===== config.mk =====
export PLATFORM = sky130hd
export DESIGN_NAME = lane_fifo_status_sync_mask
export DESIGN_NICKNAME = d
export VERILOG_FILES = /design/src/lane_sync_pkg.sv /design/src/lane_fifo_status_sync_mask.sv /design/src/pin_sync3.sv /design/src/lane_mux8.sv
export SDC_FILE = /design/constraint.sdc
export NUM_CORES = 1
export LEC_CHECK = 0
export BUFFER_PORTS_ARGS = -buffer_cell sky130_fd_sc_hd__clkbuf_2
export CAP_MARGIN = 10
export CORE_MARGIN = 10
export CORE_UTILIZATION = 40
export DETAILED_ROUTE_END_ITERATION = 7
export PLACE_DENSITY = 0.69
export SYNTH_ARGS = -nofsm -noshare
export SYNTH_HDL_FRONTEND = slang
export SYNTH_SLANG_ARGS = --single-unit
export TNS_END_PERCENT = 100

===== constraint.sdc =====
create_clock -name clk -period 4.65 [get_ports clk]
set_input_delay 0.2325 -clock clk [delete_from_list [all_inputs] [get_ports clk]]
set_output_delay 0.2325 -clock clk [all_outputs]
set_load 0.05 [all_outputs]

===== src/lane_sync_pkg.sv =====
package lane_sync_pkg;
    // register indices; the byte address is four times the index
    localparam logic [11:0] IDX_XBAR_LN_6_7   = 12'h30B;
    localparam logic [11:0] IDX_FIFO_FULL     = 12'h30C;
    localparam logic [11:0] IDX_FIFO_EMPTY    = 12'h30D;
    localparam logic [11:0] IDX_SYNC_MASKS    = 12'h311;
    localparam logic [11:0] IDX_IRQ_STATUS    = 12'h320;
    localparam logic [11:0] IDX_IRQ_MASK      = 12'h321;
    localparam int          ADDR_W            = 14;
    localparam int          DATA_W            = 32;
    localparam int          LANES             = 8;
    localparam int          SEL_W             = 3;
    localparam int          BYTE_W            = 8;
    localparam int          LINKS             = 2;
    localparam int          MASK_W            = 4;
    // crossbar field layout
    localparam int          LANE6_LSB         = 0;
    localparam int          LANE7_LSB         = 3;
    localparam logic [2:0]  LANE6_RESET       = 3'h6;
    localparam logic [2:0]  LANE7_RESET       = 3'h7;
    // mask register bit positions
    localparam int          FRAME_EN0_BIT     = 0;
    localparam int          FRAME_EN1_BIT     = 1;
    localparam int          MF_EN0_BIT        = 2;
    localparam int          MF_EN1_BIT        = 3;
    localparam logic [3:0]  MASKS_RESET       = 4'h0;
    localparam logic [7:0]  STATUS_RESET      = 8'h00;
    // interrupt status bits
    localparam int          IRQ_FRAME0_BIT    = 0;
    localparam int          IRQ_FRAME1_BIT    = 1;
    localparam int          IRQ_MF0_BIT       = 2;
    localparam int          IRQ_MF1_BIT       = 3;
    localparam int          IRQ_W             = 4;
    localparam logic [31:0] ZERO_WORD         = 32'h0000_0000;
endpackage : lane_sync_pkg


===== src/lane_fifo_status_sync_mask.sv =====
`timescale 1ns/1ps
// Function
// three-bit source field bits 2:0 of lanes 6/7 crossbar picks lane 6 input
// source code n routes physical serial input n to the logical lane
// read-only byte, bit x is full flag of input x receive FIFO
// read-only byte, bit x is empty flag of input x FIFO; resets zero
// mask bit 3 set: deframer 1 multiframe loss drives sync request 1 low
// mask bit 2 set: deframer 0 multiframe loss drives sync request 0 low
// mask bit 1 set: deframer 1 frame loss drives sync request 1 low
// mask bit 0 set: deframer 0 frame loss drives sync request 0 low
// all four mask bits reset zero; bits 7 to 4 read zero
module lane_fifo_status_sync_mask
    import lane_sync_pkg::*;
#(
    parameter int LANE_W = 8
) (
    // clock and reset
    input  wire logic                             clk,
    input  wire logic                             reset,
    // apb slave
    input  wire logic                             psel,
    input  wire logic                             penable,
    input  wire logic                             pwrite,
    input  wire logic [lane_sync_pkg::ADDR_W-1:0] paddr,
    input  wire logic [lane_sync_pkg::DATA_W-1:0] pwdata,
    input  wire logic [3:0]                       pstrb,
    output logic      [lane_sync_pkg::DATA_W-1:0] prdata,
    output logic                                  pready,
    output logic                                  pslverr,
    // physical lane data and receive fifo flags
    input  wire logic [lane_sync_pkg::LANES*LANE_W-1:0] physical_serial_input,
    input  wire logic [lane_sync_pkg::LANES-1:0]  lane_fifo_full,
    input  wire logic [lane_sync_pkg::LANES-1:0]  lane_fifo_empty,
    // alignment loss from deframers (same clock)
    input  wire logic                             deframer0_frame_loss,
    input  wire logic                             deframer1_frame_loss,
    input  wire logic                             deframer0_multiframe_loss,
    input  wire logic                             deframer1_multiframe_loss,
    // outputs
    output logic      [LANE_W-1:0]                logical_lane6,
    output logic                                  sync_request_out0_n,
    output logic                                  sync_request_out1_n,
    output logic                                  irq
);
    import lane_sync_pkg::*;

    // byte address decode: word aligned, register at four times the index
    function automatic logic hit(input logic [ADDR_W-1:0] a, input logic [11:0] idx);
        hit = (a == {idx, 2'h0});
    endfunction : hit

    logic [SEL_W-1:0]  logical_lane6_source_select_q;
    logic [SEL_W-1:0]  logical_lane7_source_select_q;
    logic [MASK_W-1:0] masks_q;
    logic [IRQ_W-1:0]  irq_status_q;
    logic [IRQ_W-1:0]  irq_mask_q;
    logic [LANES-1:0]  full_sync;
    logic [LANES-1:0]  empty_sync;
    logic [LANE_W-1:0] lane6_sel;
    logic              access;
    logic              wr;
    logic              rd;
    logic              mapped;
    logic [IRQ_W-1:0]  events;
    logic              loss0;
    logic              loss1;
    logic              setup;
    logic              rd_setup;
    logic              sel_xbar;
    logic              sel_full;
    logic              sel_empty;
    logic              sel_masks;
    logic              sel_istat;
    logic              sel_imask;
    logic              wr_xbar;
    logic              wr_masks;
    logic              wr_imask;
    logic              rd_istat;
    logic [SEL_W-1:0]  lane6_wdata;
    logic [SEL_W-1:0]  lane7_wdata;
    logic [MASK_W-1:0] masks_wdata;
    logic [IRQ_W-1:0]  imask_wdata;
    logic [BYTE_W-1:0] rd_byte;
    logic [IRQ_W-1:0]  irq_pending;
    logic [LINKS-1:0]  frame_en;
    logic [LINKS-1:0]  multiframe_en;
    logic [LINKS-1:0]  frame_loss;
    logic [LINKS-1:0]  multiframe_loss;
    logic [LINKS-1:0]  link_loss;

    // fifo flags come from the lane clock domain
    pin_sync3 #(
        .WIDTH (2*LANES)
    ) u_flag_sync (
        .clk   (clk),
        .reset (reset),
        .din   ({lane_fifo_empty, lane_fifo_full}),
        .dout  ({empty_sync, full_sync})
    );

    // logical lane 6 crossbar
    lane_mux8 #(
        .LANES (LANES),
        .SEL_W (SEL_W),
        .W     (LANE_W)
    ) u_lane6_mux (
        .lanes    (physical_serial_input),
        .sel      (logical_lane6_source_select_q),
        .lane_out (lane6_sel)
    );

    // bus phase decode
    assign setup    = psel && !penable;
    assign access   = psel && penable;
    assign wr       = access && pwrite;
    assign rd       = access && !pwrite;
    assign rd_setup = setup && !pwrite;

    // one select per register word
    assign sel_xbar  = hit(paddr, IDX_XBAR_LN_6_7);
    assign sel_full  = hit(paddr, IDX_FIFO_FULL);
    assign sel_empty = hit(paddr, IDX_FIFO_EMPTY);
    assign sel_masks = hit(paddr, IDX_SYNC_MASKS);
    assign sel_istat = hit(paddr, IDX_IRQ_STATUS);
    assign sel_imask = hit(paddr, IDX_IRQ_MASK);
    assign mapped    = sel_xbar || sel_full || sel_empty
                    || sel_masks || sel_istat || sel_imask;

    // write strobes; only the low byte lane carries register data
    assign wr_xbar  = wr && pstrb[0] && sel_xbar;
    assign wr_masks = wr && pstrb[0] && sel_masks;
    assign wr_imask = wr && pstrb[0] && sel_imask;
    // status read in its access cycle, clears what it returned
    assign rd_istat = rd && sel_istat;

    // register fields of the write word
    assign lane6_wdata = pwdata[LANE6_LSB +: SEL_W];
    assign lane7_wdata = pwdata[LANE7_LSB +: SEL_W];
    assign masks_wdata = pwdata[MASK_W-1:0];
    assign imask_wdata = pwdata[IRQ_W-1:0];

    // loss events in status-bit order
    assign events = {deframer1_multiframe_loss, deframer0_multiframe_loss,
                     deframer1_frame_loss, deframer0_frame_loss};

    // enable bits and loss inputs gathered per link
    assign frame_en        = {masks_q[FRAME_EN1_BIT], masks_q[FRAME_EN0_BIT]};
    assign multiframe_en   = {masks_q[MF_EN1_BIT], masks_q[MF_EN0_BIT]};
    assign frame_loss      = {deframer1_frame_loss, deframer0_frame_loss};
    assign multiframe_loss = {deframer1_multiframe_loss, deframer0_multiframe_loss};

    // masked loss per link; a cleared enable leaves the output alone
    genvar l;
    generate
        for (l = 0; l < LINKS; l++) begin : g_link
            assign link_loss[l] = (frame_en[l] && frame_loss[l])
                               || (multiframe_en[l] && multiframe_loss[l]);
        end
    endgenerate

    // loss per sync output
    assign loss0 = link_loss[0];
    assign loss1 = link_loss[1];

    // crossbar source registers
    always_ff @(posedge clk) begin
        if (reset) begin
            logical_lane6_source_select_q <= LANE6_RESET;
            logical_lane7_source_select_q <= LANE7_RESET;
        end else if (wr_xbar) begin
            logical_lane6_source_select_q <= lane6_wdata;
            logical_lane7_source_select_q <= lane7_wdata;
        end
    end

    // sync-request loss masks, reserved upper bits not stored
    always_ff @(posedge clk) begin
        if (reset) begin
            masks_q <= MASKS_RESET;
        end else if (wr_masks) begin
            masks_q <= masks_wdata;
        end
    end

    // interrupt mask
    always_ff @(posedge clk) begin
        if (reset) begin
            irq_mask_q <= '0;
        end else if (wr_imask) begin
            irq_mask_q <= imask_wdata;
        end
    end

    // sticky status per bit; a read clears only the bits it returned, so an
    // event landing between setup and access is not lost; new event wins
    genvar b;
    generate
        for (b = 0; b < IRQ_W; b++) begin : g_istat
            always_ff @(posedge clk) begin
                if (reset) begin
                    irq_status_q[b] <= 1'h0;
                end else if (events[b]) begin
                    irq_status_q[b] <= 1'h1;
                end else if (rd_istat && prdata[b]) begin
                    irq_status_q[b] <= 1'h0;
                end
            end
        end
    endgenerate

    // unmasked pending status
    assign irq_pending = irq_status_q & irq_mask_q;

    // read byte mux; reserved bits read zero
    always_comb begin
        rd_byte = '0;
        if (sel_xbar) begin
            rd_byte = {2'h0, logical_lane7_source_select_q, logical_lane6_source_select_q};
        end else if (sel_full) begin
            rd_byte = full_sync;
        end else if (sel_empty) begin
            rd_byte = empty_sync;
        end else if (sel_masks) begin
            rd_byte = BYTE_W'(masks_q);
        end else if (sel_istat) begin
            rd_byte = BYTE_W'(irq_status_q);
        end else if (sel_imask) begin
            rd_byte = BYTE_W'(irq_mask_q);
        end
    end

    // apb answer, zero wait states, unmapped gives error
    always_ff @(posedge clk) begin
        if (reset) begin
            prdata  <= ZERO_WORD;
            pready  <= 1'h0;
            pslverr <= 1'h0;
        end else begin
            pready  <= setup;
            pslverr <= setup && !mapped;
            prdata  <= ZERO_WORD;
            if (rd_setup) begin
                prdata[BYTE_W-1:0] <= rd_byte;
            end
        end
    end

    // sync outputs low on enabled loss, registered
    always_ff @(posedge clk) begin
        if (reset) begin
            sync_request_out0_n <= 1'b1;
            sync_request_out1_n <= 1'b1;
        end else begin
            sync_request_out0_n <= !loss0;
            sync_request_out1_n <= !loss1;
        end
    end

    // registered lane 6 and interrupt
    always_ff @(posedge clk) begin
        if (reset) begin
            logical_lane6 <= '0;
            irq           <= 1'b0;
        end else begin
            logical_lane6 <= lane6_sel;
            irq           <= |irq_pending;
        end
    end
endmodule : lane_fifo_status_sync_mask


===== src/pin_sync3.sv =====
`timescale 1ns/1ps
// three-stage synchroniser; output changes once stages two and three agree
module pin_sync3 #(
    parameter int WIDTH = 1
) (
    // clock and reset
    input  wire logic             clk,
    input  wire logic             reset,
    // data
    input  wire logic [WIDTH-1:0] din,
    output logic      [WIDTH-1:0] dout
);
    logic [WIDTH-1:0] s1_q;
    logic [WIDTH-1:0] s2_q;
    logic [WIDTH-1:0] s3_q;

    // shift chain
    always_ff @(posedge clk) begin
        if (reset) begin
            s1_q <= '0;
            s2_q <= '0;
            s3_q <= '0;
        end else begin
            s1_q <= din;
            s2_q <= s1_q;
            s3_q <= s2_q;
        end
    end

    // accept a bit only when the last two stages agree
    genvar i;
    generate
        for (i = 0; i < WIDTH; i++) begin : g_agree
            always_ff @(posedge clk) begin
                if (reset) begin
                    dout[i] <= 1'b0;
                end else if (s2_q[i] == s3_q[i]) begin
                    dout[i] <= s3_q[i];
                end
            end
        end
    endgenerate
endmodule : pin_sync3


===== src/lane_mux8.sv =====
`timescale 1ns/1ps
// selects one physical lane word by a binary code
module lane_mux8 #(
    parameter int LANES = 8,
    parameter int SEL_W = 3,
    parameter int W     = 8
) (
    // lanes in
    input  wire logic [LANES*W-1:0] lanes,
    input  wire logic [SEL_W-1:0]   sel,
    // selected lane out
    output logic      [W-1:0]       lane_out
);
    // index equals code
    assign lane_out = lanes[sel*W +: W];
endmodule : lane_mux8


==> results_dict.tcl <==
set metrics [dict create \
    status "finished, final reports clean" \
    sink_count_of_the_clock_tree 103 \
    ys.warnings.count 0 \
    period_minus_slack_ns 2.06 \
    ctsLongestPathBuffers 2 \
    fillCellCount 1008 \
    cp-end-kind "register" \
    fp.dieArea_um2 15400 \
    number_of_synthesized_register_bits 103 \
    grt_first_pass_wirelength_mm 17.0 \
    floorplan.die.height_um 124 \
    final-seq-area_um2 2060 \
    drt_first_iter_violations 313 \
    fp.dieW_um 124 \
    critPathSlowestCell "sky130_fd_sc_hd__dfxtp_1" \
    rows 37 \
    crit_chain "mux4_2 > mux2i_1 > nor2_1" \
    path_delay_family "flip-flops" \
    port-buffer-count 130 \
    cts_setup_buffers 0 \
    finalHoldViolations 0 \
    initial_utilization_pct 41.4 \
    insertion_delay_ns 0.37 \
    clockRootBuffer "sky130_fd_sc_hd__clkbuf_8" \
    ctsHtreeMaxLevel 3 \
    worst-setup-path-type "reg -> reg" \
    layout.cells.non_filler 682 \
    ir_worst_vdd_uv 152 \
    finalMaxSlewViolations 0 \
    cap_violations 0 \
    achievable-frequency_mhz 486 \
    number_of_antenna_violations_at_the_first_check_in_global_routing 0 \
    detail_route.first_pass.iterations 4 \
    period_share_pct 44.2 \
    vias 3441 \
    final_antenna_net_count 0 \
    setup_viol_count_final 0 \
    ys_seq_area_share_pct 47.5 \
    cellLeakagePower_nw 2.11 \
    io_pins 184 \
    grt.total_usage_pct 13.7 \
    nets 680 \
    gr-total-overflow 0 \
    yosys.area.top_type "sky130_fd_sc_hd__dfxtp_1" \
    yosysTopAreaCellShare_pct 47.5 \
    cts.hold.buffers_added 0 \
    dp_hpwl_mm 8.81 \
    grt_max_degree 54 \
    numCtsBuffers 9 \
    power.density_cell_area_nw_per_um2 319 \
    placed_cell_count 666 \
    number_of_global_route_vias_before_repair 3478 \
    insertedDiodeCount 0 \
    dominant_cells_by_area_after_synthesis "sky130_fd_sc_hd__dfxtp_1, sky130_fd_sc_hd__mux4_2, sky130_fd_sc_hd__nor2b_1, sky130_fd_sc_hd__buf_4, sky130_fd_sc_hd__a21oi_1" \
    synthesis.instances 423 \
    timing.critical_path.from_type "register" \
    vias_per_cell 5.05 \
    synthFlopType "sky130_fd_sc_hd__dfxtp_1" \
    rsz0062_at_grt "false" \
    crit_fanout 18 \
    clk_transition_reported_paths_ns 0.10 \
    synth_edf_count 0 \
    final.setup.tns_ns 0 \
    final_routed_wirelength_mm 11.2 \
    syn_to_final_growth_pct 17.7 \
    ffs_w_async_s_r_synth_pct 0 \
    gpl.final_weighted_congestion 0.843 \
    cp_data_arrival_time_ns 2.30 \
    drive_gt1_share_pct 32.6 \
    drc_errors 0 \
    tritoncts "yes" \
    worstMarginPinSlew_ns 1.13 \
    clock-skew-final_ns 0.0138 \
    cts.repair.resized 0 \
    slew-limit-headroom_pct 24.5 \
    cp_data_required_time_ns 4.89 \
    critical_path.max_stage_delay_ns 1.08 \
    hold_class "in -> reg" \
    multi_input_area_um2 1980 \
    wire_per_inst_um 16.4 \
    netlist-cell-type-count 45 \
    synth.cell_area_um2 4340 \
    worstPathBufferInverterCount 0 \
    core_um2 10500 \
    syn_avg_cell_area_um2 10.3 \
]
==> worst paths after layout <==
path,startpoint,to,slack (ns),cells past startpoint
min reg2reg,u_flag_sync.s1_q[8]$_SDFF_PP0_,u_flag_sync.s2_q[8]$_SDFF_PP0_,0.44,1
min,lane_fifo_full[7],u_flag_sync.s1_q[7]$_SDFF_PP0_,0.06,2
max,logical_lane6_source_select_q[0]$_SDFFE_PP0P_,logical_lane6[1]$_SDFF_PP0_,2.59,3
max reg2reg,logical_lane6_source_select_q[0]$_SDFFE_PP0P_,logical_lane6[1]$_SDFF_PP0_,2.59,3
==> cells in the final DEF (no fill, tap or decap), types with 3 or more instances in the layout <==
cell	instances
sky130_fd_sc_hd__conb_1	24
sky130_fd_sc_hd__o21ai_1	7
sky130_fd_sc_hd__o31ai_1	4
sky130_fd_sc_hd__a21oi_1	30
sky130_fd_sc_hd__clkbuf_2	130
sky130_fd_sc_hd__a31oi_1	4
sky130_fd_sc_hd__dfxtp_1	103
sky130_fd_sc_hd__nand2_1	31
sky130_fd_sc_hd__o221ai_1	4
sky130_fd_sc_hd__clkbuf_8	10
sky130_fd_sc_hd__mux4_2	16
sky130_fd_sc_hd__nand4_1	4
sky130_fd_sc_hd__nor2_1	14
sky130_fd_sc_hd__a22oi_1	8
sky130_fd_sc_hd__o22ai_1	4
sky130_fd_sc_hd__o21ai_0	24
sky130_fd_sc_hd__nor2b_1	48
sky130_fd_sc_hd__nor4b_4	3
sky130_fd_sc_hd__and4_1	4
sky130_fd_sc_hd__mux2_2	4
sky130_fd_sc_hd__inv_1	13
sky130_fd_sc_hd__nand3_1	21
sky130_fd_sc_hd__mux2i_1	8
==> registers in the layout, summed over array words and instances (netlist names), 3 cells and up <==
signal and cells:
irq_mask_q 4, irq_status_q 4, logical_lane6 8, logical_lane6_source_select_q 3, logical_lane7_source_select_q 3, masks_q 4
prdata 8, u_flag_sync.dout 16, u_flag_sync.s1_q 16, u_flag_sync.s2_q 16, u_flag_sync.s3_q 16
==> cell type report <==
| cell class | instances | share of cell area, % |
|---|---|---|
| Tap cell | 136 | 3.33 |
| Clock inverter | 5 | 0.931 |
| Sequential cell | 103 | 40.4 |
| Clock buffer | 11 | 2.77 |
| Inverter | 13 | 0.956 |
| Multi-Input combinational cell | 283 | 38.7 |
| Timing Repair Buffer | 131 | 12.9 |
==> power breakdown <==
group	internal (mW)	total (mW)	switching [mW]	leakage (nW)
clock network	0.221	0.535	0.313	0.0944
registers	0.906	0.915	0.00915	0.842
logic	0.0662	0.181	0.115	1.18
==> synthesized netlist by cell type, types with 2 or more instances <==
cell	number
sky130_fd_sc_hd__nor2b_1	48
sky130_fd_sc_hd__and4bb_4	2
sky130_fd_sc_hd__nand3_1	21
sky130_fd_sc_hd__buf_6	4
sky130_fd_sc_hd__nor4b_4	3
sky130_fd_sc_hd__and4_1	4
sky130_fd_sc_hd__o22ai_1	4
sky130_fd_sc_hd__nand4_1	4
sky130_fd_sc_hd__buf_1	4
sky130_fd_sc_hd__o21ai_1	7
sky130_fd_sc_hd__a22o_1	2
sky130_fd_sc_hd__inv_1	13
sky130_fd_sc_hd__mux2i_1	8
sky130_fd_sc_hd__buf_4	26
sky130_fd_sc_hd__dfxtp_1	103
sky130_fd_sc_hd__clkbuf_8	3
sky130_fd_sc_hd__a21oi_1	30
sky130_fd_sc_hd__o221ai_1	4
sky130_fd_sc_hd__mux4_2	16
sky130_fd_sc_hd__a22oi_1	8
sky130_fd_sc_hd__mux2_2	4
sky130_fd_sc_hd__nand2_1	31
sky130_fd_sc_hd__o21ai_0	24
sky130_fd_sc_hd__nor2_1	14
sky130_fd_sc_hd__clkbuf_1	9
sky130_fd_sc_hd__a31oi_1	4
sky130_fd_sc_hd__o31ai_1	4
sky130_fd_sc_hd__a222oi_1	2
==> kinds of logic (layout without fill, tap and decap cells) <==
group           Yosys count  count (layout)  synth area share, %
mux                      28              28                 11.2
compound gates           91              91                 12.5
flops                   103             103                 47.5
other cells               1              24               0.0865
buf+inv                  60             160                 8.86
simple gates            140             140                 19.8
==> per-layer routing <==
| metal | wire length, um | vias up | track usage [%] | share of wire [%] |
|---|---|---|---|---|
| met3 | 981 | 24 | 4.12 | 8.7 |
| li1 | - | 1682 | - | - |
| met5 | 0 | - | 0 | 0 |
| met4 | 284 | 0 | 5.32 | 2.5 |
| met1 | 4250 | 1608 | 15.4 | 38 |
| met2 | 5690 | 127 | 24.0 | 51 |
==> worst reg2reg max path, delay by kind of cell, from the launching register on <==
kind	cells	cell delay (ns)
multiplexers	2	0.80
AND/OR/NAND/NOR	1	0.05
flip-flops	1	1.08
==> per-stage QoR <==
| stage | worst slack, ns | utilization [%] | cell area, um^2 | power (mW) | hold slack (ns) |
|---|---|---|---|---|---|
| 2_1_floorplan | 3.09 | - | 4420 | 1.06 | 0.320 |
| 5_1_grt | 2.40 | 48.8 | 5100 | 1.70 | 0.0446 |
| 3_3_place_gp | 2.59 | 47.0 | 4920 | 1.11 | 0.418 |
| 6_report | 2.59 | 48.8 | 5100 | 1.63 | 0.0617 |
| 4_1_cts | 2.52 | 48.8 | 5100 | 1.65 | 0.0397 |
| 3_5_place_dp | 2.53 | 47.0 | 4920 | 1.12 | 0.420 |
No activity file was read; power rests on OpenSTA's default activity.
